--- src/hw/rca_pkg.sv ---
// shared constants of the rtc calendar, alarm and control core
package rca_pkg;
   localparam int CLK_HZ = 100_000_000;
   localparam int OSC_HZ_DEF = 32768;
   localparam int BUSY_DELAY_MS = 2;
   localparam int BUSY_DELAY_CYCLES = BUSY_DELAY_MS * (CLK_HZ / 1000);
   localparam int TEMP_CONVERT_REQUEST_TIME_MS = 10;
   localparam int TEMP_CONVERT_REQUEST_CYCLES = TEMP_CONVERT_REQUEST_TIME_MS * (CLK_HZ / 1000);
   localparam logic [5:0] AUTO_TEMP_CONVERT_REQUEST_LAST = 6'h3f;
   localparam int ADDR_W = 5;
   localparam logic [4:0] ADDR_SEC = 5'h00;
   localparam logic [4:0] ADDR_MIN = 5'h01;
   localparam logic [4:0] ADDR_HOUR = 5'h02;
   localparam logic [4:0] ADDR_DAY = 5'h03;
   localparam logic [4:0] ADDR_DATE = 5'h04;
   localparam logic [4:0] ADDR_MONTH = 5'h05;
   localparam logic [4:0] ADDR_YEAR = 5'h06;
   localparam logic [4:0] ADDR_ALM_FIRST = 5'h07;
   localparam logic [4:0] ADDR_ALM_LAST = 5'h0d;
   localparam logic [4:0] ADDR_CTRL = 5'h0e;
   localparam logic [4:0] ADDR_STAT = 5'h0f;
   localparam int ALM_REGS = 7;
   localparam int TIME_REGS = 7;
   localparam logic [7:0] CTRL_RESET = 8'h1c;
   localparam int CTRL_OSC_STOP = 7;
   localparam int CTRL_KEEP = 6;
   localparam int CTRL_TEMP_CONVERT_REQUEST = 5;
   localparam int CTRL_RATE_HI = 4;
   localparam int CTRL_RATE_LO = 3;
   localparam int CTRL_INT_SEL = 2;
   localparam int CTRL_ALARM_TWO_IRQ_ENABLE = 1;
   localparam int CTRL_ALARM_ONE_IRQ_ENABLE = 0;
   localparam int STAT_BUSY = 2;
   localparam int STAT_A2F = 1;
   localparam int STAT_A1F = 0;
   localparam int ALM_MASK_BIT = 7;
   localparam int HOUR_12_BIT = 6;
   localparam int HOUR_PM_BIT = 5;
   localparam int DAY_SEL_BIT = 6;
   localparam int CENTURY_BIT = 7;
   localparam logic [7:0] SEC_MASK = 8'h7f;
   localparam logic [7:0] MIN_MASK = 8'h7f;
   localparam logic [7:0] HOUR_MASK = 8'h7f;
   localparam logic [7:0] DAY_MASK = 8'h07;
   localparam logic [7:0] DATE_MASK = 8'h3f;
   localparam logic [7:0] MONTH_MASK = 8'h9f;
   localparam logic [7:0] TIME_RESET = 8'h00;
   localparam logic [7:0] ONE_RESET = 8'h01;
   typedef enum logic [1:0] {TEMP_CONVERT_REQUEST_IDLE, TEMP_CONVERT_REQUEST_WAIT, TEMP_CONVERT_REQUEST_BUSY} rca_temp_convert_request_t;
endpackage

--- src/hw/rca_core.sv ---
// timekeeping, alarms and control register of the rtc core
`timescale 1ns/1ns
module rca_core import rca_pkg::*; #(
   parameter int OSC_HZ = OSC_HZ_DEF,
   parameter int BUSY_DELAY = BUSY_DELAY_CYCLES,
   parameter int TEMP_CONVERT_REQUEST_LEN = TEMP_CONVERT_REQUEST_CYCLES
) (
   input wire logic clock, // 100 MHz core clock
   input wire logic srst, // synchronous reset, high
   input wire logic ce, // clock enable, freezes all state
   input wire logic oscClk, // oscillator square wave, asynchronous
   input wire logic mainPowerLow, // main supply below trip, asynchronous
   input wire logic busStart, // bus START seen, pulse
   input wire logic ptrWrap, // register pointer wrapped to zero, pulse
   input wire logic [ADDR_W-1:0] regAddr, // register address
   input wire logic [7:0] regWrData, // write data
   input wire logic regWrite, // write strobe at data acknowledge
   input wire logic regRead, // read strobe
   output logic [7:0] regRdData, // read data
   output logic regRdValid, // read data valid, pulse
   output logic irqWaveOut, // pin level when driven, always low
   output logic irqWaveOe, // pin pulled low while high
   output logic compensationBusy // conversion in progress
);
   localparam int CHAIN_W = $clog2(OSC_HZ);

   logic oscS1, oscS2, oscS3, batS1, batS2;
   logic [CHAIN_W-1:0] chain;
   logic secTick, alarmCheck;
   logic [7:0] tSec, tMin, tHour, tDay, tDate, tMonth, tYear;
   logic [7:0] almReg [ALM_REGS];
   logic oscStopOnBattery, batteryOutputKeep, tempConvertRequest;
   logic waveRateSelHi, waveRateSelLo, irqOrWaveSelect;
   logic alarmOneIrqEnable, alarmTwoIrqEnable, alarmOneFlag, alarmTwoFlag;
   rca_temp_convert_request_t convState;
   logic [31:0] convTimer;
   logic [5:0] autoCnt;
   logic rdFromMem, rdPend;
   logic [7:0] rdOther, memRd;
   logic oscEdge, oscRunning, secWrite, statWrite, convStart;
   logic [7:0] next_hour, daysMax, hourInc, monthInc;
   logic midnight, monthEnd, yearWrap, leapYear, alarmOneHit, alarmTwoHit;
   logic irqActive, wave, pinGate;

   // --------------------------------------------------------------
   // input crossing and oscillator edge
   // --------------------------------------------------------------
   always_ff @(posedge clock) begin
      if (srst) begin
         {oscS1, oscS2, oscS3, batS1, batS2} <= 5'h00;
      end else if (ce) begin
         oscS1 <= oscClk;
         oscS2 <= oscS1;
         oscS3 <= oscS2;
         batS1 <= mainPowerLow;
         batS2 <= batS1;
      end
   end

   assign oscEdge = oscS2 & ~oscS3;
   assign oscRunning = ~(oscStopOnBattery & batS2);
   assign secWrite = regWrite && regAddr == ADDR_SEC;
   assign statWrite = regWrite && regAddr == ADDR_STAT;

   // --------------------------------------------------------------
   // sub-second up-counting chain
   // --------------------------------------------------------------
   always_ff @(posedge clock) begin
      if (srst) begin
         chain <= '0;
         secTick <= 1'b0;
         alarmCheck <= 1'b0;
      end else if (ce) begin
         secTick <= 1'b0;
         alarmCheck <= secTick;
         if (secWrite) begin
            chain <= '0;
         end else if (oscEdge && oscRunning) begin
            if (chain == CHAIN_W'(OSC_HZ - 1)) begin
               chain <= '0;
               secTick <= 1'b1;
            end else begin
               chain <= chain + 1'b1;
            end
         end
      end
   end

   // --------------------------------------------------------------
   // calendar arithmetic
   // --------------------------------------------------------------
   function automatic logic [7:0] bcdInc(input logic [7:0] v);
      bcdInc = (v[3:0] == 4'h9) ? {v[7:4] + 4'h1, 4'h0} : {v[7:4], v[3:0] + 4'h1};
   endfunction

   // tens digit weighs 2 modulo 4, so bit 4 folds into the low pair
   assign leapYear = (tYear[1:0] + {tYear[4], 1'b0}) == 2'b00;
   assign midnight = tHour[HOUR_12_BIT] ? (tHour[HOUR_PM_BIT] && tHour[4:0] == 5'h11)
                                        : tHour[5:0] == 6'h23;
   assign monthEnd = tDate == daysMax;
   assign yearWrap = secTick && tSec == 8'h59 && tMin == 8'h59 && midnight && monthEnd
                     && tMonth[4:0] == 5'h12 && tYear == 8'h99;
   // carries stay in the digit pairs, so the pm flag rides along in 12 hour mode
   assign hourInc = bcdInc({2'h0, tHour[5:0]});
   assign monthInc = bcdInc({3'h0, tMonth[4:0]});

   always_comb begin
      unique case (tMonth[4:0])
         5'h02: daysMax = leapYear ? 8'h29 : 8'h28;
         5'h04, 5'h06, 5'h09, 5'h11: daysMax = 8'h30;
         default: daysMax = 8'h31;
      endcase
   end

   always_comb begin
      next_hour = tHour;
      if (tHour[HOUR_12_BIT]) begin
         if (tHour[4:0] == 5'h12) begin
            next_hour[4:0] = 5'h01;
         end else if (tHour[4:0] == 5'h11) begin
            next_hour[4:0] = 5'h12;
            next_hour[HOUR_PM_BIT] = ~tHour[HOUR_PM_BIT];
         end else begin
            next_hour[4:0] = hourInc[4:0];
         end
      end else begin
         next_hour[5:0] = midnight ? 6'h00 : hourInc[5:0];
      end
   end

   // --------------------------------------------------------------
   // time registers: second update first, host writes override
   // --------------------------------------------------------------
   always_ff @(posedge clock) begin
      if (srst) begin
         {tSec, tMin, tHour, tYear} <= {4{TIME_RESET}};
         {tDay, tDate, tMonth} <= {3{ONE_RESET}};
      end else if (ce) begin
         if (secTick) begin
            tSec <= (tSec == 8'h59) ? 8'h00 : bcdInc(tSec);
            if (tSec == 8'h59) begin
               tMin <= (tMin == 8'h59) ? 8'h00 : bcdInc(tMin);
               if (tMin == 8'h59) begin
                  tHour <= next_hour;
                  if (midnight) begin
                     tDay <= (tDay == 8'h07) ? 8'h01 : bcdInc(tDay);
                     tDate <= monthEnd ? 8'h01 : bcdInc(tDate);
                     if (monthEnd) begin
                        if (tMonth[4:0] == 5'h12) begin
                           tMonth <= {~tMonth[CENTURY_BIT], 7'h01};
                           tYear <= (tYear == 8'h99) ? 8'h00 : bcdInc(tYear);
                        end else begin
                           tMonth <= {tMonth[7:5], monthInc[4:0]};
                        end
                     end
                  end
               end
            end
         end
         if (regWrite) begin
            unique case (regAddr)
               ADDR_SEC: tSec <= regWrData & SEC_MASK;
               ADDR_MIN: tMin <= regWrData & MIN_MASK;
               ADDR_HOUR: tHour <= regWrData & HOUR_MASK;
               ADDR_DAY: tDay <= regWrData & DAY_MASK;
               ADDR_DATE: tDate <= regWrData & DATE_MASK;
               ADDR_MONTH: tMonth <= regWrData & MONTH_MASK;
               ADDR_YEAR: tYear <= regWrData;
               default: ;
            endcase
         end
      end
   end

   // --------------------------------------------------------------
   // alarm registers and match
   // --------------------------------------------------------------
   always_ff @(posedge clock) begin
      if (srst) begin
         for (int i = 0; i < ALM_REGS; i++) begin
            almReg[i] <= TIME_RESET;
         end
      end else if (ce && regWrite && regAddr >= ADDR_ALM_FIRST && regAddr <= ADDR_ALM_LAST) begin
         almReg[3'(regAddr - ADDR_ALM_FIRST)] <= regWrData;
      end
   end

   function automatic logic dayHit(input logic [7:0] a, input logic [7:0] d, input logic [7:0] w);
      dayHit = a[DAY_SEL_BIT] ? (a[3:0] == w[3:0]) : (a[5:0] == d[5:0]);
   endfunction

   // a set mask bit frees its field, so the patterns fall out of one and-chain
   assign alarmOneHit = (almReg[0][ALM_MASK_BIT] || almReg[0][6:0] == tSec[6:0])
                     && (almReg[1][ALM_MASK_BIT] || almReg[1][6:0] == tMin[6:0])
                     && (almReg[2][ALM_MASK_BIT] || almReg[2][6:0] == tHour[6:0])
                     && (almReg[3][ALM_MASK_BIT] || dayHit(almReg[3], tDate, tDay));
   assign alarmTwoHit = tSec == 8'h00
                     && (almReg[4][ALM_MASK_BIT] || almReg[4][6:0] == tMin[6:0])
                     && (almReg[5][ALM_MASK_BIT] || almReg[5][6:0] == tHour[6:0])
                     && (almReg[6][ALM_MASK_BIT] || dayHit(almReg[6], tDate, tDay));

   always_ff @(posedge clock) begin
      if (srst) begin
         alarmOneFlag <= 1'b0;
         alarmTwoFlag <= 1'b0;
      end else if (ce) begin
         // a match in the clearing cycle still sets the flag
         alarmOneFlag <= (alarmCheck && alarmOneHit)
                      || (alarmOneFlag && !(statWrite && !regWrData[STAT_A1F]));
         alarmTwoFlag <= (alarmCheck && alarmTwoHit)
                      || (alarmTwoFlag && !(statWrite && !regWrData[STAT_A2F]));
      end
   end

   // --------------------------------------------------------------
   // control register
   // --------------------------------------------------------------
   assign convStart = regWrite && regAddr == ADDR_CTRL && regWrData[CTRL_TEMP_CONVERT_REQUEST]
                      && convState == TEMP_CONVERT_REQUEST_IDLE && !tempConvertRequest;

   always_ff @(posedge clock) begin
      if (srst) begin
         {oscStopOnBattery, batteryOutputKeep} <= CTRL_RESET[7:6];
         {waveRateSelHi, waveRateSelLo, irqOrWaveSelect} <= CTRL_RESET[4:2];
         {alarmTwoIrqEnable, alarmOneIrqEnable} <= CTRL_RESET[1:0];
      end else if (ce && regWrite && regAddr == ADDR_CTRL) begin
         oscStopOnBattery <= regWrData[CTRL_OSC_STOP];
         batteryOutputKeep <= regWrData[CTRL_KEEP];
         waveRateSelHi <= regWrData[CTRL_RATE_HI];
         waveRateSelLo <= regWrData[CTRL_RATE_LO];
         irqOrWaveSelect <= regWrData[CTRL_INT_SEL];
         alarmTwoIrqEnable <= regWrData[CTRL_ALARM_TWO_IRQ_ENABLE];
         alarmOneIrqEnable <= regWrData[CTRL_ALARM_ONE_IRQ_ENABLE];
      end
   end

   // --------------------------------------------------------------
   // temperature conversion sequencer
   // --------------------------------------------------------------
   always_ff @(posedge clock) begin
      if (srst) begin
         convState <= TEMP_CONVERT_REQUEST_IDLE;
         convTimer <= '0;
         autoCnt <= '0;
         tempConvertRequest <= 1'b0;
         compensationBusy <= 1'b0;
      end else if (ce) begin
         if (secTick) begin
            autoCnt <= autoCnt + 6'h01;
         end
         unique case (convState)
            TEMP_CONVERT_REQUEST_IDLE: begin
               if (convStart) begin
                  tempConvertRequest <= 1'b1;
                  convTimer <= 32'(BUSY_DELAY - 1);
                  convState <= TEMP_CONVERT_REQUEST_WAIT;
               end else if (secTick && autoCnt == AUTO_TEMP_CONVERT_REQUEST_LAST) begin
                  compensationBusy <= 1'b1;
                  convTimer <= 32'(TEMP_CONVERT_REQUEST_LEN - 1);
                  convState <= TEMP_CONVERT_REQUEST_BUSY;
               end
            end
            TEMP_CONVERT_REQUEST_WAIT: begin
               if (convTimer == 32'h0) begin
                  compensationBusy <= 1'b1;
                  convTimer <= 32'(TEMP_CONVERT_REQUEST_LEN - 1);
                  convState <= TEMP_CONVERT_REQUEST_BUSY;
               end else begin
                  convTimer <= convTimer - 32'h1;
               end
            end
            TEMP_CONVERT_REQUEST_BUSY: begin
               if (convTimer == 32'h0) begin
                  compensationBusy <= 1'b0;
                  tempConvertRequest <= 1'b0;
                  convState <= TEMP_CONVERT_REQUEST_IDLE;
               end else begin
                  convTimer <= convTimer - 32'h1;
               end
            end
         endcase
      end
   end

   // --------------------------------------------------------------
   // shared output pin
   // --------------------------------------------------------------
   assign irqActive = (alarmOneFlag && alarmOneIrqEnable) || (alarmTwoFlag && alarmTwoIrqEnable);
   assign pinGate = !batS2 || batteryOutputKeep;

   always_comb begin
      unique case ({waveRateSelHi, waveRateSelLo})
         2'b00: wave = chain >= CHAIN_W'(OSC_HZ / 2);
         2'b01: wave = chain[4];
         2'b10: wave = chain[2];
         2'b11: wave = chain[1];
      endcase
   end

   always_ff @(posedge clock) begin
      if (srst) begin
         irqWaveOut <= 1'b0;
         irqWaveOe <= 1'b0;
      end else if (ce) begin
         irqWaveOut <= 1'b0;
         irqWaveOe <= pinGate && (irqOrWaveSelect ? irqActive : !wave);
      end
   end

   // --------------------------------------------------------------
   // read path: snapshot for time, live for the rest
   // --------------------------------------------------------------
   rca_snap_mem #(.WIDTH(8), .DEPTH(TIME_REGS)) uSnap (
      .clock(clock),
      .ce(ce),
      .snapEn(busStart || ptrWrap),
      .snapData({tYear, tMonth, tDay == 8'h00 ? 8'h00 : tDay, tDate, tHour, tMin, tSec}),
      .rdAddr(regAddr[2:0]),
      .rdData(memRd)
   );

   always_ff @(posedge clock) begin
      if (srst) begin
         rdFromMem <= 1'b0;
         rdPend <= 1'b0;
         rdOther <= 8'h00;
         regRdData <= 8'h00;
         regRdValid <= 1'b0;
      end else if (ce) begin
         rdPend <= regRead;
         rdFromMem <= regAddr <= ADDR_YEAR;
         if (regAddr >= ADDR_ALM_FIRST && regAddr <= ADDR_ALM_LAST) begin
            rdOther <= almReg[3'(regAddr - ADDR_ALM_FIRST)];
         end else if (regAddr == ADDR_CTRL) begin
            rdOther <= {oscStopOnBattery, batteryOutputKeep, tempConvertRequest, waveRateSelHi,
                        waveRateSelLo, irqOrWaveSelect, alarmTwoIrqEnable, alarmOneIrqEnable};
         end else if (regAddr == ADDR_STAT) begin
            rdOther <= {5'h00, compensationBusy, alarmTwoFlag, alarmOneFlag};
         end else begin
            rdOther <= 8'h00;
         end
         regRdValid <= rdPend;
         // result held until the next read; a time read before the first snapshot returns unknown
         if (rdPend) begin
            regRdData <= rdFromMem ? memRd : rdOther;
         end
      end
   end

   // --------------------------------------------------------------
   // checks
   // --------------------------------------------------------------
   secBcd_a:
      assert property (@(posedge clock) disable iff (srst) tSec[3:0] <= 4'h9)
      else $error("seconds digit left BCD range");
   hour24_a:
      assert property (@(posedge clock) disable iff (srst || !ce)
         secTick && !tHour[HOUR_12_BIT] && tHour[5:0] == 6'h23 && tMin == 8'h59 && tSec == 8'h59
         |=> tHour[5:0] == 6'h00 && !tHour[HOUR_12_BIT])
      else $error("24 hour wrap wrong");
   century_a:
      assert property (@(posedge clock) disable iff (srst || !ce)
         yearWrap && !regWrite |=> tMonth[CENTURY_BIT] != $past(tMonth[CENTURY_BIT]) && tYear == 8'h00)
      else $error("century did not toggle");
   chainReset_a:
      assert property (@(posedge clock) disable iff (srst || !ce)
         secWrite |=> !secTick ##0 chain == '0 ##1 !secTick)
      else $error("seconds write did not reset chain");
   flagSet_a:
      assert property (@(posedge clock) disable iff (srst || !ce)
         alarmCheck && alarmOneHit |=> alarmOneFlag)
      else $error("alarm one flag not set");
   flagTick_a:
      assert property (@(posedge clock) disable iff (srst || !ce)
         $rose(alarmTwoFlag) |-> $past(alarmCheck))
      else $error("alarm two flag set outside update");
   flagKeep_a:
      assert property (@(posedge clock) disable iff (srst || !ce)
         alarmOneFlag && !(statWrite && !regWrData[STAT_A1F]) |=> alarmOneFlag)
      else $error("alarm one flag lost without zero write");
   busyLate_a:
      assert property (@(posedge clock) disable iff (srst || !ce)
         convStart |=> tempConvertRequest && !compensationBusy)
      else $error("conversion request or busy wrong after start");
   pinIrq_a:
      assert property (@(posedge clock) disable iff (srst || !ce)
         irqOrWaveSelect && irqActive && pinGate |=> irqWaveOe && !irqWaveOut)
      else $error("interrupt not driven");
   pinOff_a:
      assert property (@(posedge clock) disable iff (srst || !ce)
         !pinGate |=> !irqWaveOe)
      else $error("pin driven on battery without keep");

   alarmFire_c: cover property (@(posedge clock) disable iff (srst) $rose(alarmOneFlag));
   centuryWrap_c: cover property (@(posedge clock) disable iff (srst) yearWrap);
   convDone_c: cover property (@(posedge clock) disable iff (srst) $fell(tempConvertRequest));
   pinLow_c: cover property (@(posedge clock) disable iff (srst) irqOrWaveSelect && irqWaveOe);
endmodule

--- src/hw/rca_snap_mem.sv ---
// snapshot buffer of the time registers with registered read data
`timescale 1ns/1ns
module rca_snap_mem #(
   parameter int WIDTH = 8,
   parameter int DEPTH = 7
) (
   input wire logic clock, // core clock
   input wire logic ce, // clock enable
   input wire logic snapEn, // copy all entries at once
   input wire logic [WIDTH*DEPTH-1:0] snapData, // entry i at bits i*WIDTH
   input wire logic [$clog2(DEPTH)-1:0] rdAddr, // read index
   output logic [WIDTH-1:0] rdData // read data, one cycle late
);
   logic [WIDTH-1:0] mem [DEPTH];

   // --------------------------------------------------------------
   // entries
   // --------------------------------------------------------------
   for (genvar i = 0; i < DEPTH; i++) begin : gEntry
      always_ff @(posedge clock) begin
         if (ce && snapEn) begin
            mem[i] <= snapData[i*WIDTH +: WIDTH];
         end
      end
   end

   always_ff @(posedge clock) begin
      if (ce) begin
         rdData <= mem[rdAddr];
      end
   end
endmodule

--- config.mk ---
export PLATFORM = sky130hd
export DESIGN_NAME = rca_core
export DESIGN_NICKNAME = d
export VERILOG_FILES = /design/src/hw/rca_pkg.sv /design/src/hw/rca_core.sv /design/src/hw/rca_snap_mem.sv
export SDC_FILE = /design/constraint.sdc
export NUM_CORES = 1
export LEC_CHECK = 0
export BUFFER_PORTS_ARGS = -buffer_cell sky130_fd_sc_hd__buf_2
export CAP_MARGIN = 20
export CORE_ASPECT_RATIO = 0.75
export CORE_MARGIN = 4
export CORE_UTILIZATION = 30
export DETAILED_ROUTE_END_ITERATION = 10
export PLACE_DENSITY = 0.48
export SKIP_LAST_GASP = 1
export SLEW_MARGIN = 30
export SYNTH_ARGS = -nofsm -noshare
export SYNTH_HDL_FRONTEND = slang
export SYNTH_SLANG_ARGS = --single-unit
export TNS_END_PERCENT = 30
--- constraint.sdc ---
create_clock -name clock -period 4.3 [get_ports clock]
set_input_delay 0.43 -clock clock [delete_from_list [all_inputs] [get_ports clock]]
set_output_delay 0.43 -clock clock [all_outputs]
set_load 0.01 [all_outputs]
Word level (Yosys, flattened, before mapping)
Memory sizes are Yosys's and may differ from the RTL's. A register that Yosys moved wholly into a read port is not among the register bits.
Index checks and enable logic that the tools add are counted.
- bits in registers: 149
- memory bits (writable): 112
- input bits: 22
- output and inout bits: 12
- word-level logic and storage cells: 288
- memories kept: 2
- add/subtract/negate cells: 19
- $lt $le $gt $ge: 4
- equal/unequal tests: 52
- multiplexer cells: 103
- bitwise operators: 6
- reductions and logical operators: 67
- memory list (memory ; words ; bits a word ; rd ports ; clocked after Yosys merged registers in ; write ports ; RTL line ; source):
    almReg ; 7 ; 8 ; 8 ; 0 ; 7 ; rca_core.sv:31 ; logic [7:0] almReg [ALM_REGS];
    uSnap.mem ; 7 ; 8 ; 1 ; 1 ; 7 ; rca_snap_mem.sv:14 ; logic [WIDTH-1:0] mem [DEPTH];
- operators by type and width (cell ; count):
    $mux W8 ; 52
    $mux W32 ; 4
    $pmux W32 S3 ; 1
    $add A4 B1 Y4 const B ; 12
    $mux W15 ; 3
    $mux W6 ; 6
    $eq A7 B7 Y1 ; 5
    $logic_not A32 Y1 ; 1
    $sub A32 B1 Y32 const B ; 1
    $logic_and A1 B1 Y1 ; 30
    $eq A4 B4 Y1 const B ; 7
    $eq A5 B3 Y1 const B ; 5
    $mux W1 ; 23
    $eq A5 B5 Y1 const B ; 4
    $eq A8 B7 Y1 const B ; 2
    $logic_not A8 Y1 ; 2
    $add A15 B1 Y15 const B ; 1
    $eq A15 B15 Y1 const B ; 1
    $eq A5 B2 Y1 const B ; 3
    $eq A5 B4 Y1 const B ; 3
    $ge A15 B15 Y1 const B ; 1
    $mux W5 ; 3
    $eq A6 B6 Y1 ; 2
    $eq A6 B6 Y1 const B ; 2
    38 further kinds ; 77

Depth between registers and ports, before layout
Gate-level depths: netlist of the first run.
- depth in word-level cells: 12
- gate-level depth with buffers: 14
- mapped depth without buffers: 9

Hierarchy
From an unflattened synthesis of the first run, not the netlist that was laid out.
- cell total of the unflattened synthesis: 1551
- area, all modules: 14715.4 µm²
- by module, submodules not included (module ; times used ; cells each ; area an instance (µm²)):
    rca_core ; 1 ; 1429 ; 12167.9
    rca_snap_mem ; 1 ; 122 ; 2547.4

Least setup slack after synthesis of the first run
OpenSTA, ideal clock, no wires.
- path type: in2reg
- from: input port regAddr[0]
- to: memory almReg[4][0] (enable)
- setup time: 0.328 ns
- arrival: 3.630 ns
- data required time: 3.972 ns
- path slack: 0.342 ns
- stages on the path: 10
- path buffers: 5
- cells stage by stage: buf_1 -> buf_2 -> buf_2 -> inv_1 -> ha_1 -> buf_1 -> clkbuf_1 -> nor2_1 -> o31ai_1 -> o31ai_1
- RTL lines (item ; RTL line ; source):
    start: declaration ; rca_core.sv:15 ; input wire logic [ADDR_W-1:0] regAddr,
    end: declaration ; rca_core.sv:31 ;

Final worst setup path of the first run
- from: register tHour[3]
- to: register tYear[3]
- longest elaborated chain between the ends: 9
- ends and longest elaborated chain (item ; RTL line ; source):
    start: declaration ; rca_core.sv:30 ; logic [7:0] tSec, tMin, tHour, tDay, tDate, tMonth, tYear;
    start signal: assignment ; rca_core.sv:136 ; {tSec, tMin, tHour, tYear} <= {4{TIME_RESET}};
    start signal: assignment ; rca_core.sv:144 ; tHour <= next_hour;
    start signal: assignment ; rca_core.sv:164 ; ADDR_HOUR: tHour <= regWrData & HOUR_MASK;
    $eq A5 B5 Y1 ; rca_core.sv:98 ; assign midnight = tHour[HOUR_12_BIT] ? (tHour[HOUR_PM_BIT] && tHour[4:0] == 5'h11)
    $logic_and A1 B1 Y1 ; rca_core.sv:98 ;
    $mux W1 (*) ; rca_core.sv:98 ;
    $mux W8 (*) ; rca_core.sv:145 ; if (midnight) begin
    $mux W8 (*) ; rca_core.sv:143 ; if (tMin == 8'h59) begin
    $mux W8 (*) ; rca_core.sv:141 ; if (tSec == 8'h59) begin
    $mux W8 (*) ; rca_core.sv:139 ; if (secTick) begin
    $mux W8 ; rca_core.sv:161 ; unique case (regAddr)
    $mux W8 (*) ; rca_core.sv:160 ; if (regWrite) begin
    end signal: assignment ; rca_core.sv:136 ;
    end signal: assignment ; rca_core.sv:151 ; tYear <= (tYear == 8'h99) ? 8'h00 : bcdInc(tYear);
    end signal: assignment ; rca_core.sv:168 ; ADDR_YEAR: tYear <= regWrData;
    end: declaration ; rca_core.sv:30 ;
Mark *: on every way between the ends. The rest lies on a longest branch, timed or not.
A chain may end at the register's enable or synchronous reset.

==> results of run 1 <==
## cells in the final DEF (no fill, tap or decap), drive strengths merged, types with 12 or more instances in the layout
cell / count
o21ai: 79
ha: 32
nor3: 45
mux2i: 30
xor2: 45
nand2: 141
and2: 15
or4: 13
nand3: 46
a211oi: 30
or3: 13
and3: 12
a31oi: 38
clkbuf: 47
o22ai: 12
buf: 68
mux4: 24
dfxtp: 156
a21oi: 71
edfxtp: 119
nor2: 181
nor4: 32
nand4: 27
xnor2: 47
inv: 57
o211ai: 14
## worst max-delay path: cells and delay by family, from the launching register on
family                   cells  cell delay (ps)
flip-flops                   1              460
AND/OR/NAND/NOR              5             1650
adder cells (fa/ha/maj)      1              180
AO/OA/AOI/OAI                3              770
## Yosys cell counts (6+ instances only)
cell	n	area (um^2)
nor3b_1	10	75.1
mux2i_1	30	300
a2111oi_0	7	61.3
and2_1	13	81.3
mux2_2	11	124
or2_2	6	37.5
buf_1	10	37.5
nor4_1	27	169
ha_1	32	400
inv_1	55	206
edfxtp_1	119	3570
o211ai_1	13	97.6
a31oi_1	38	238
xor2_1	45	394
a211oi_1	30	225
clkbuf_1	84	315
nor3_1	44	220
mux4_2	24	541
nand4_1	26	163
nand3b_1	7	52.6
nor2b_1	11	68.8
nand2_1	140	526
nand2b_1	6	37.5
nor4b_1	7	61.3
o22ai_1	12	75.1
o21ai_0	77	385
and4_1	6	52.6
buf_2	17	85.1
or3_1	13	81.3
nand3_1	46	230
nor2_1	179	672
and3_1	12	75.1
dfxtp_1	156	3120
or4_1	10	75.1
xnor2_1	47	412
a22oi_1	9	67.6
a21oi_1	71	355
## sequential cells by signal, indices dropped and copies added (netlist names), 15 cells and up
name       flops
convTimer     32
chain         15
uSnap.mem     55
almReg        64
## layer usage
| layer | GRT usage | vias to the layer above | part of all wire |
|---|---|---|---|
| met3 | 0.0304 | 79 | 0.080 |
| met2 | 0.256 | 504 | 0.41 |
| li1 | - | 5751 | - |
| met1 | 0.287 | 6086 | 0.50 |
| met4 | 0.0413 | 0 | 0.020 |
| met5 | 0 | - | 0 |
## final timing paths
path,end,slack [ps],depth (start not counted)
hold / removal,oscS1$_SDFFE_PP0P_,130,3
hold reg to reg,uSnap.mem[5][6]$_DFFE_PP_,420,0
setup reg to reg,tYear[3]$_SDFFE_PP0P_,1090,9
setup / recovery,tYear[3]$_SDFFE_PP0P_,1090,9
## cell families (layout without fill, tap and decap cells)
logic type                 after synthesis  after routing  synth area share
xor gates and xnor gates                92             92            0.0544
adders and majority gates               32             32            0.0270
muxes                                   65             65            0.0651
and+or+nand+nor                        596            596             0.208
buffers and inverters                  169            184            0.0452
DFF                                    275            275             0.452
other                                    1              2          0.000253
AOI/OAI and AO/OA                      336            336             0.149
## per-stage QoR
stage | setup WS, ps | power, uW | hold slack (ps) | instance area [um^2]
2_1_floorplan | 342 | 3230 | 400 | 14800
3_3_place_gp | 969 | 3420 | 408 | 15600
3_5_place_dp | 908 | 3420 | 419 | 15600
4_1_cts | 1120 | 6540 | 118 | 16800
5_1_grt | 934 | 6710 | 131 | 16800
6_report | 1090 | 6470 | 135 | 16800
## where the power goes
group	internal (uW)	total [uW]	switching, uW
registers	2800	2880	79.1
clock network	1920	3100	1180
logic	175	491	316
## layout make-up
type / count / area [um^2]
Clock buffer: 47 / 1020
Timing Repair Buffer: 68 / 448
Clock inverter: 14 / 183
Tap cell: 648 / 811
Sequential cell: 275 / 6700
Antenna cell: 1 / 2.50
Fill cell: 4968 / 31900
Multi-Input combinational cell: 1122 / 7470
Inverter: 55 / 206
==> out/qor.yml, run 1 <==
run_status:
  outcome: "finished, final reports clean"
placed_design:
  place_inst: 2168
  dpl.hpwl_um: 35300
  port_buffers: 32
  gp_congestion: 0.924
synth:
  synth_cells: 1566
  postSynthAreaPerCell_um2: 9.47
  ys_ff_latch: 275
  synth_edf_count: 119
  ys_warn_count: 0
  ys_seq_area_frac: 0.452
  synth.distinct_cells: 92
  synthesis.area_mm2: 0.0148
  synthArstFlopShare: 0
  ys.flop_type: "dfxtp_1"
  syn_nets: 1620
cts:
  root_buffer: "clkbuf_16"
  numCtsBuffers: 34
  cts_hold_buf: 0
  clk_latency_ps: 540
  cts_sinks: 275
  cts_resized: 0
  cts.clk_slew.worst_paths_ps: 60
  cts_tree: "done"
  cts_buffer_depth: 3
  cts_setup_buffers: 0
  htree_levels: 2
sta:
  hold_viol_final: 0
  max_slew.worst_pin.slew_ps: 965
  finalSetupViolations: 0
  slew_headroom: 0.355
  fmax_ghz: 0.311
  final_max_slew_viol_count: 0
  finalCritPeriodShare: 0.747
  fin_skew_ps: 30.5
  final.setup.tns_ps: 0
  fin_crit_ps: 3210
  rsz0062_at_grt: "false"
global_routing:
  grt_max_degree: 70
  grt_use_total: 0.182
  antenna_found_initial: 1
  grt_pass1_wl_um: 75000
  gr-total-overflow: 0
  grt_pass1_vias: 11700
critical_path:
  arrival_ps: 3610
  critical_path.cell_chain: "or3b_2 > nor3b_1 > ha_1 > nand2_1 > o41a_1 > nor2_4 > and4_1 > a31oi_1 > o31a_1"
  path_max_fanout: 12
  slowest_delay_ps: 520
  critical_path_required_ps: 4700
  slowest_stage: "or3b_2"
  r2r_start: "tHour[3]$_SDFFE_PP0P_"
  critPathKind: "flip-flop to flip-flop"
  end_kind: "flip-flop"
  cp-start-kind: "flip-flop"
  startpoint: "tHour[3]$_SDFFE_PP0P_"
route:
  routed_via_density: 5.57
  initialDrtViolationCount: 1504
  post-route-drc-count: 0
  wl_per_cell_um: 22.3
  dr.pass1.iters: 7
  ant_nets: 0
  finalWirelength_um: 49700
  vias: 12400
die:
  die_area_mm2: 0.0531
  start_util: 0.304
  die-height_um: 201
  rows: 70
  core_mm2: 0.0488
  die_w_um: 265
  ios: 34
final_layout:
  final_cells: 2230
  syn_to_final_growth_pct: 13.6
  drive_gt1_frac: 0.123
  finalNetCount: 1610
  final_util: 0.345
power:
  power_density_mw_per_mm2: 384
  p_leak_uw: 0.00594
  vdd_ir_drop_max_mv: 0.194
hold_path:
  hold_path_class: "input port to flip-flop"
  min_from: "oscClk"
flow_run:
  cap_violations: 0
(Power assumes the default switching activity.)
==> inputs of run 2 (changes only) <==
Clock period 4.3 ns to 3.1 ns, I/O delays scaled along.
==> run 2 against run 1 <==
Routed wire length is 1.0% higher. Final cell count increased by 2.0%. Clock skew is 3.2 ps lower. Combinational power increased by 52%. Critical endpoint unchanged. Highest routed layer unchanged.
==> out/qor.yml, run 2 (synthesis gave the netlist of run 1 again) <==
route:
  post-route-drc-count: 0  # unchanged
  top_layer: "met4"
  wl_met3_um: 4840  # +22%
  met2WireLength_um: 20100  # about the same
  ant_nets: 0  # unchanged
  wl_met1_um: 24600  # -0.20%
  dr.pass1.iters: 5  # -2
  vias: 12400  # -0.30%
  routed_via_density: 5.45  # -2.2%
  wl_per_cell_um: 22.1  # -0.93%
  initialDrtViolationCount: 1394  # -7.3%
  finalWirelength_um: 50200  # +1.0%
global_routing:
  grt_pass1_wl_um: 75500  # +0.63%
  grt_use_total: 0.183  # +0.00106
  antenna_found_initial: 2  # +1
  grt_pass1_vias: 11500  # -1.7%
  grt_max_degree: 56  # -20%
  gr-total-overflow: 0  # unchanged
critical_path:
  path_max_fanout: 13  # +1
  end_kind: "flip-flop"
  arrival_ps: 3440  # -170 ps
  ff2ff_setup_slack_ps: 120  # -970 ps
  critPathKind: "flip-flop to flip-flop"
  critical_path_required_ps: 3560  # -1140 ps
  cp-start-kind: "flip-flop"
sta:
  rsz0062_at_grt: "false"
  hold_viol_final: 0  # unchanged
  max_slew.worst_pin.slew_ps: 729  # -236 ps
  final_max_slew_viol_count: 0  # unchanged
  finalCritPeriodShare: 0.961  # +0.214
  slew_headroom: 0.514  # +0.158
  fmax_ghz: 0.336  # +7.8%
  fin_skew_ps: 27.3  # -3.17 ps
  fin_crit_ps: 2980  # -233 ps
  finalSetupViolations: 0  # unchanged
  timing.final.ws_setup_ps: 121  # -967 ps
  final.setup.tns_ps: 0  # unchanged
  hold_ws_ps: 166  # +31.2 ps
power:
  power_density_mw_per_mm2: 516  # +34%
  vdd_ir_drop_max_mv: 0.371  # +91%
  p_leak_uw: 0.00613  # +3.2%
  power_uw: 8850  # +37%
cts:
  cts_setup_buffers: 0  # unchanged
  cts_tree: "done"
  cts_sinks: 275  # unchanged
  cts_buffer_depth: 3  # unchanged
  root_buffer: "clkbuf_16"
  numCtsBuffers: 31  # -8.8%
  htree_levels: 1  # -1
  cts.clk_slew.worst_paths_ps: 60  # about the same
  clk_latency_ps: 600  # +60 ps
final_layout:
  biggestRegsByFlops: "almReg: 64 flops, uSnap.mem: 55 flops, convTimer: 32 flops"
  finalNetCount: 1653  # +2.7%
  final_common_cell: "nor2_1"
  drive_gt1_frac: 0.145  # +0.0220
  syn_to_final_growth_pct: 15.7
  final_cell_mix: "178 x nor2_1, 156 x dfxtp_1, 140 x nand2_1"
  final_cells: 2274  # +2.0%
  regMostFlops: "almReg"
  largest_register_ffs: 64  # unchanged
  nFillCells: 4898  # -1.4%
placed_design:
  place_inst: 2211  # +2.0%
  place_ws_ps: 202  # -707 ps
  dpl.hpwl_um: 36700  # +4.1%
  gp_congestion: 0.964  # +4.3%
  port_buffers: 32  # unchanged
die:
  die-height_um: 201  # unchanged
  rows: 70  # unchanged
  core_mm2: 0.0488  # unchanged
  start_util: 0.304  # unchanged
  ios: 34  # unchanged
  die_w_um: 265  # unchanged
  die_area_mm2: 0.0531  # unchanged
hold_path:
  hold_path_class: "input port to flip-flop"
flow_run:
  cap_violations: 0  # unchanged
run_status:
  outcome: "finished, final reports clean"
[run 2: changes by cell type in the layout (fill, tap and decap cells not counted), moves of 2 or more]
cell / change
buf_4: +42
bufinv_16: +4
clkbuf_16: -7
o31ai_2: +2
o31ai_1: -2
dlygate4sd3_1: +3
clkinvlp_2: +2
clkbuf_1: -2
clkinv_1: +3
[run 2: where the power goes]
part	switching (uW)	internal [uW]	total (uW)	leakage, uW
Clock	1570	2560	4130	0.000555
Combinational	479	268	747	0.00317
Sequential	90.9	3890	3980	0.00240
Total	2140	6710	8850	0.00613
[run 2: per-stage QoR]
step	cell area, um^2	util
after CTS	17100	0.351
after detailed placement	16000	0.328
final	17200	0.352
after global placement	16000	0.328
after floorplan	14800	-
after global routing	17200	0.352
[run 2: area by class of cell]
type / instances / area, um^2 / area share
Antenna cell: 2 / 5.00 / 0.000292
Clock buffer: 37 / 828 / 0.0483
Clock inverter: 21 / 308 / 0.0179
Inverter: 55 / 206 / 0.0120
Multi-Input combinational cell: 1122 / 7490 / 0.437
Sequential cell: 275 / 6700 / 0.390
Tap cell: 648 / 811 / 0.0473
Timing Repair Buffer: 114 / 813 / 0.0474
[run 2: routing by layer]
layer	vias to the layer above	track usage
li1	5835	-
met1	6011	0.291
met2	488	0.251
met3	49	0.0467
met4	0	0.0245
met5	-	0
[run 2: worst paths after layout]
check                                            start                             to  cells past startpoint
worst min register to register  tMonth[6]$_SDFFE_PP0P_      uSnap.mem[5][6]$_DFFE_PP_                      0
worst max register to register    tMin[1]$_SDFFE_PP0P_          tYear[3]$_SDFFE_PP0P_                      8
worst max-delay path              tMin[1]$_SDFFE_PP0P_          tYear[3]$_SDFFE_PP0P_                      8
worst min-delay path                      regWrData[7]  oscStopOnBattery$_SDFFE_PP0P_                      3
[run 2: worst max-delay path, stage by stage (launching register included)]
cell,delay (ps)
dfxtp_1,470
inv_1,120
ha_1,180
nand3b_1,220
or4_4,750
nor2_4,230
and4_1,470
a31oi_1,130
o31a_1,290
[run 2: what timing repair did]
action,in CTS,in global routing
hold buffers,3,0
resized for setup,0,1
endpoints found under the hold margin,3,0
setup endpoints to repair,0,2
==> inputs of run 3 (changes only) <==
Settings changed: PLACE_DENSITY 0.48 to not set.
==> run 3 against run 2 <==
Register-to-register slack gained 30 ps. Fmax grew 1.1%. Routed wire length shrank 3.7%. Clock power shrank 10%. Die area is the same. Worst setup slack gained 34 ps. Utilization shrank 0.28 points. Non-clock buffer count grew 1. First-iteration DRC count grew 26%. Power shrank 4.7%. Critical path type unchanged. Critical endpoint is now convTimer[12]$_SDFFE_PP0P_.
==> out/qor.yml, run 3 (synthesis gave the netlist of run 1 again) <==
cts:
  htree_levels: 1  # unchanged
  cts_tree: "done"
  numCtsBuffers: 29  # -6.5%
  root_buffer: "clkbuf_16"
  cts_buffer_depth: 3  # unchanged
  cts.clk_slew.worst_paths_ps: 60  # about the same
  cts_sinks: 275  # unchanged
  clk_latency_ps: 570  # -30 ps
placed_design:
  dpl.hpwl_um: 34900  # -5.1%
  port_buffers: 32  # unchanged
  gp_congestion: 0.956  # -0.85%
  placed_area_mm2: 0.0160  # about the same
  place_inst: 2212  # +0.045%
sta:
  slew_headroom: 0.531  # +0.0169
  max_slew.worst_pin.slew_ps: 698  # -31.7 ps
  fin_skew_ps: 12.8  # -14.5 ps
  finalCritPeriodShare: 0.950  # -0.0109
  hold_viol_final: 0  # unchanged
  final_max_slew_viol_count: 0  # unchanged
  finalSetupViolations: 0  # unchanged
  final.setup.tns_ps: 0  # unchanged
  fmax_ghz: 0.339  # +1.1%
  rsz0062_at_grt: "true"
  fin_crit_ps: 2950  # -33.8 ps
die:
  ios: 34  # unchanged
  die_w_um: 265  # unchanged
  start_util: 0.304  # unchanged
  die-height_um: 201  # unchanged
  die_area_mm2: 0.0531  # unchanged
  core_mm2: 0.0488  # unchanged
  rows: 70  # unchanged
global_routing:
  grt_max_degree: 56  # unchanged
  grt_pass1_wl_um: 73700  # -2.4%
  gr-total-overflow: 0  # unchanged
  antenna_found_initial: 1  # -1
  grt_pass1_vias: 12100  # +5.3%
  grt_use_total: 0.175  # -0.00730
critical_path:
  cp-start-kind: "flip-flop"
  startpoint: "convTimer[0]$_SDFFE_PP0P_"
  critical_path_required_ps: 3560  # about the same
  r2r_start: "convTimer[0]$_SDFFE_PP0P_"
  arrival_ps: 3400  # -40 ps
  crit_end: "convTimer[12]$_SDFFE_PP0P_"
  reg2reg_depth: 9  # +1
  path_max_fanout: 13  # unchanged
  r2r_end: "convTimer[12]$_SDFFE_PP0P_"
  end_kind: "flip-flop"
  ff2ff_setup_slack_ps: 150  # +30 ps
  critPathKind: "flip-flop to flip-flop"
final_layout:
  final_cell_mix: "177 x nor2_1, 156 x dfxtp_1, 140 x nand2_1"
  drive_gt1_frac: 0.143  # -0.00158
  finalInstanceArea_mm2: 0.0170  # -0.81%
  largest_register_ffs: 64  # unchanged
  biggestRegsByFlops: "almReg: 64 flops, uSnap.mem: 55 flops, convTimer: 32 flops"
  final_cells: 2270  # -0.18%
  regMostFlops: "almReg"
  final_common_cell: "nor2_1"
  finalNetCount: 1652  # -0.060%
  syn_to_final_growth_pct: 14.8
route:
  routed_via_density: 5.64  # +3.5%
  initialDrtViolationCount: 1757  # +26%
  vias: 12800  # +3.4%
  wl_per_cell_um: 21.3  # -3.6%
  dr.pass1.iters: 7  # +2
  finalWirelength_um: 48300  # -3.7%
  ant_nets: 0  # unchanged
  post-route-drc-count: 0  # unchanged
power:
  power_density_mw_per_mm2: 496  # -4.0%
  vdd_ir_drop_max_mv: 0.406  # +9.3%
  p_leak_uw: 0.00606  # -1.0%
hold_path:
  hold_path_class: "input port to flip-flop"
run_status:
  outcome: "finished, final reports clean"
flow_run:
  cap_violations: 0  # unchanged
-- run 3: cell types whose count changed in the layout (fill, tap and decap cells not counted), sizes merged --
cell    before  now
bufinv       8    5
clkbuf      37   34
buf        111  112
clkinv      10   11
diode        2    1
inv         56   57
-- run 3: how the worst min path moves through the flow --
stage | startpoint | endpoint | slack, ps | cells past startpoint
after floorplan | tMonth[5]$_SDFFE_PP0P_ | uSnap.mem[5][5]$_DFFE_PP_ | 400 | 0
after global placement | tMonth[6]$_SDFFE_PP0P_ | uSnap.mem[5][6]$_DFFE_PP_ | 410 | 0
after detailed placement | tMonth[6]$_SDFFE_PP0P_ | uSnap.mem[5][6]$_DFFE_PP_ | 420 | 0
after CTS | srst | convTimer[19]$_SDFFE_PP0P_ | 40 | 2
after global routing | srst | convTimer[14]$_SDFFE_PP0P_ | 50 | 2
final | srst | convTimer[19]$_SDFFE_PP0P_ | 60 | 2
-- run 3: worst max-delay path: stages, from the launching register on --
cell      delay, ps
dfxtp_1         320
inv_1           110
ha_1            220
or4b_4          530
nor4_4          400
nand3_1         460
a21o_1          320
o221ai_1        170
buf_4           230
nor2_1           70
-- run 3: final cells by class --
type | count | area (um^2)
diodes | 1 | 2.50
clock buffers | 34 | 764
clock inverters | 20 | 238
fillers | 4866 | 31800
inverters | 55 | 206
multi-input cells | 1122 | 7490
flip-flops and latches | 275 | 6700
well taps | 648 | 811
repair buffers | 115 | 808
-- run 3: metal layers --
layer  up-vias  wire, um  track usage
met2       691     19400        0.243
met1      6155     21900        0.262
met3       122      5580       0.0529
li1       5828         -            -
met4         2      1410       0.0488
met5         -        11            0
-- run 3: power breakdown --
| group | leakage [uW] | switching (uW) | internal [uW] | total, uW |
|---|---|---|---|---|
| Clock | 0.000488 | 1520 | 2180 | 3710 |
| Sequential | 0.00240 | 98.5 | 3890 | 3990 |
| Combinational | 0.00317 | 473 | 269 | 742 |
-- run 3: repair_timing --
action,in CTS,in global routing
hold endpoints to repair,3,0
setup endpoints to repair,0,5
setup buffers,0,0
hold buffers,3,0
resized for setup,0,2
-- run 3: metrics by stage --
step	setup slack, ps	total power [uW]	util	hold slack (ps)
floorplan	-257	4480	-	400
global placement	286	4770	0.327	409
detailed placement	188	4780	0.327	424
CTS	151	8490	0.349	36.6
global route	15.4	8700	0.349	52.7
finish	154	8430	0.349	58.3
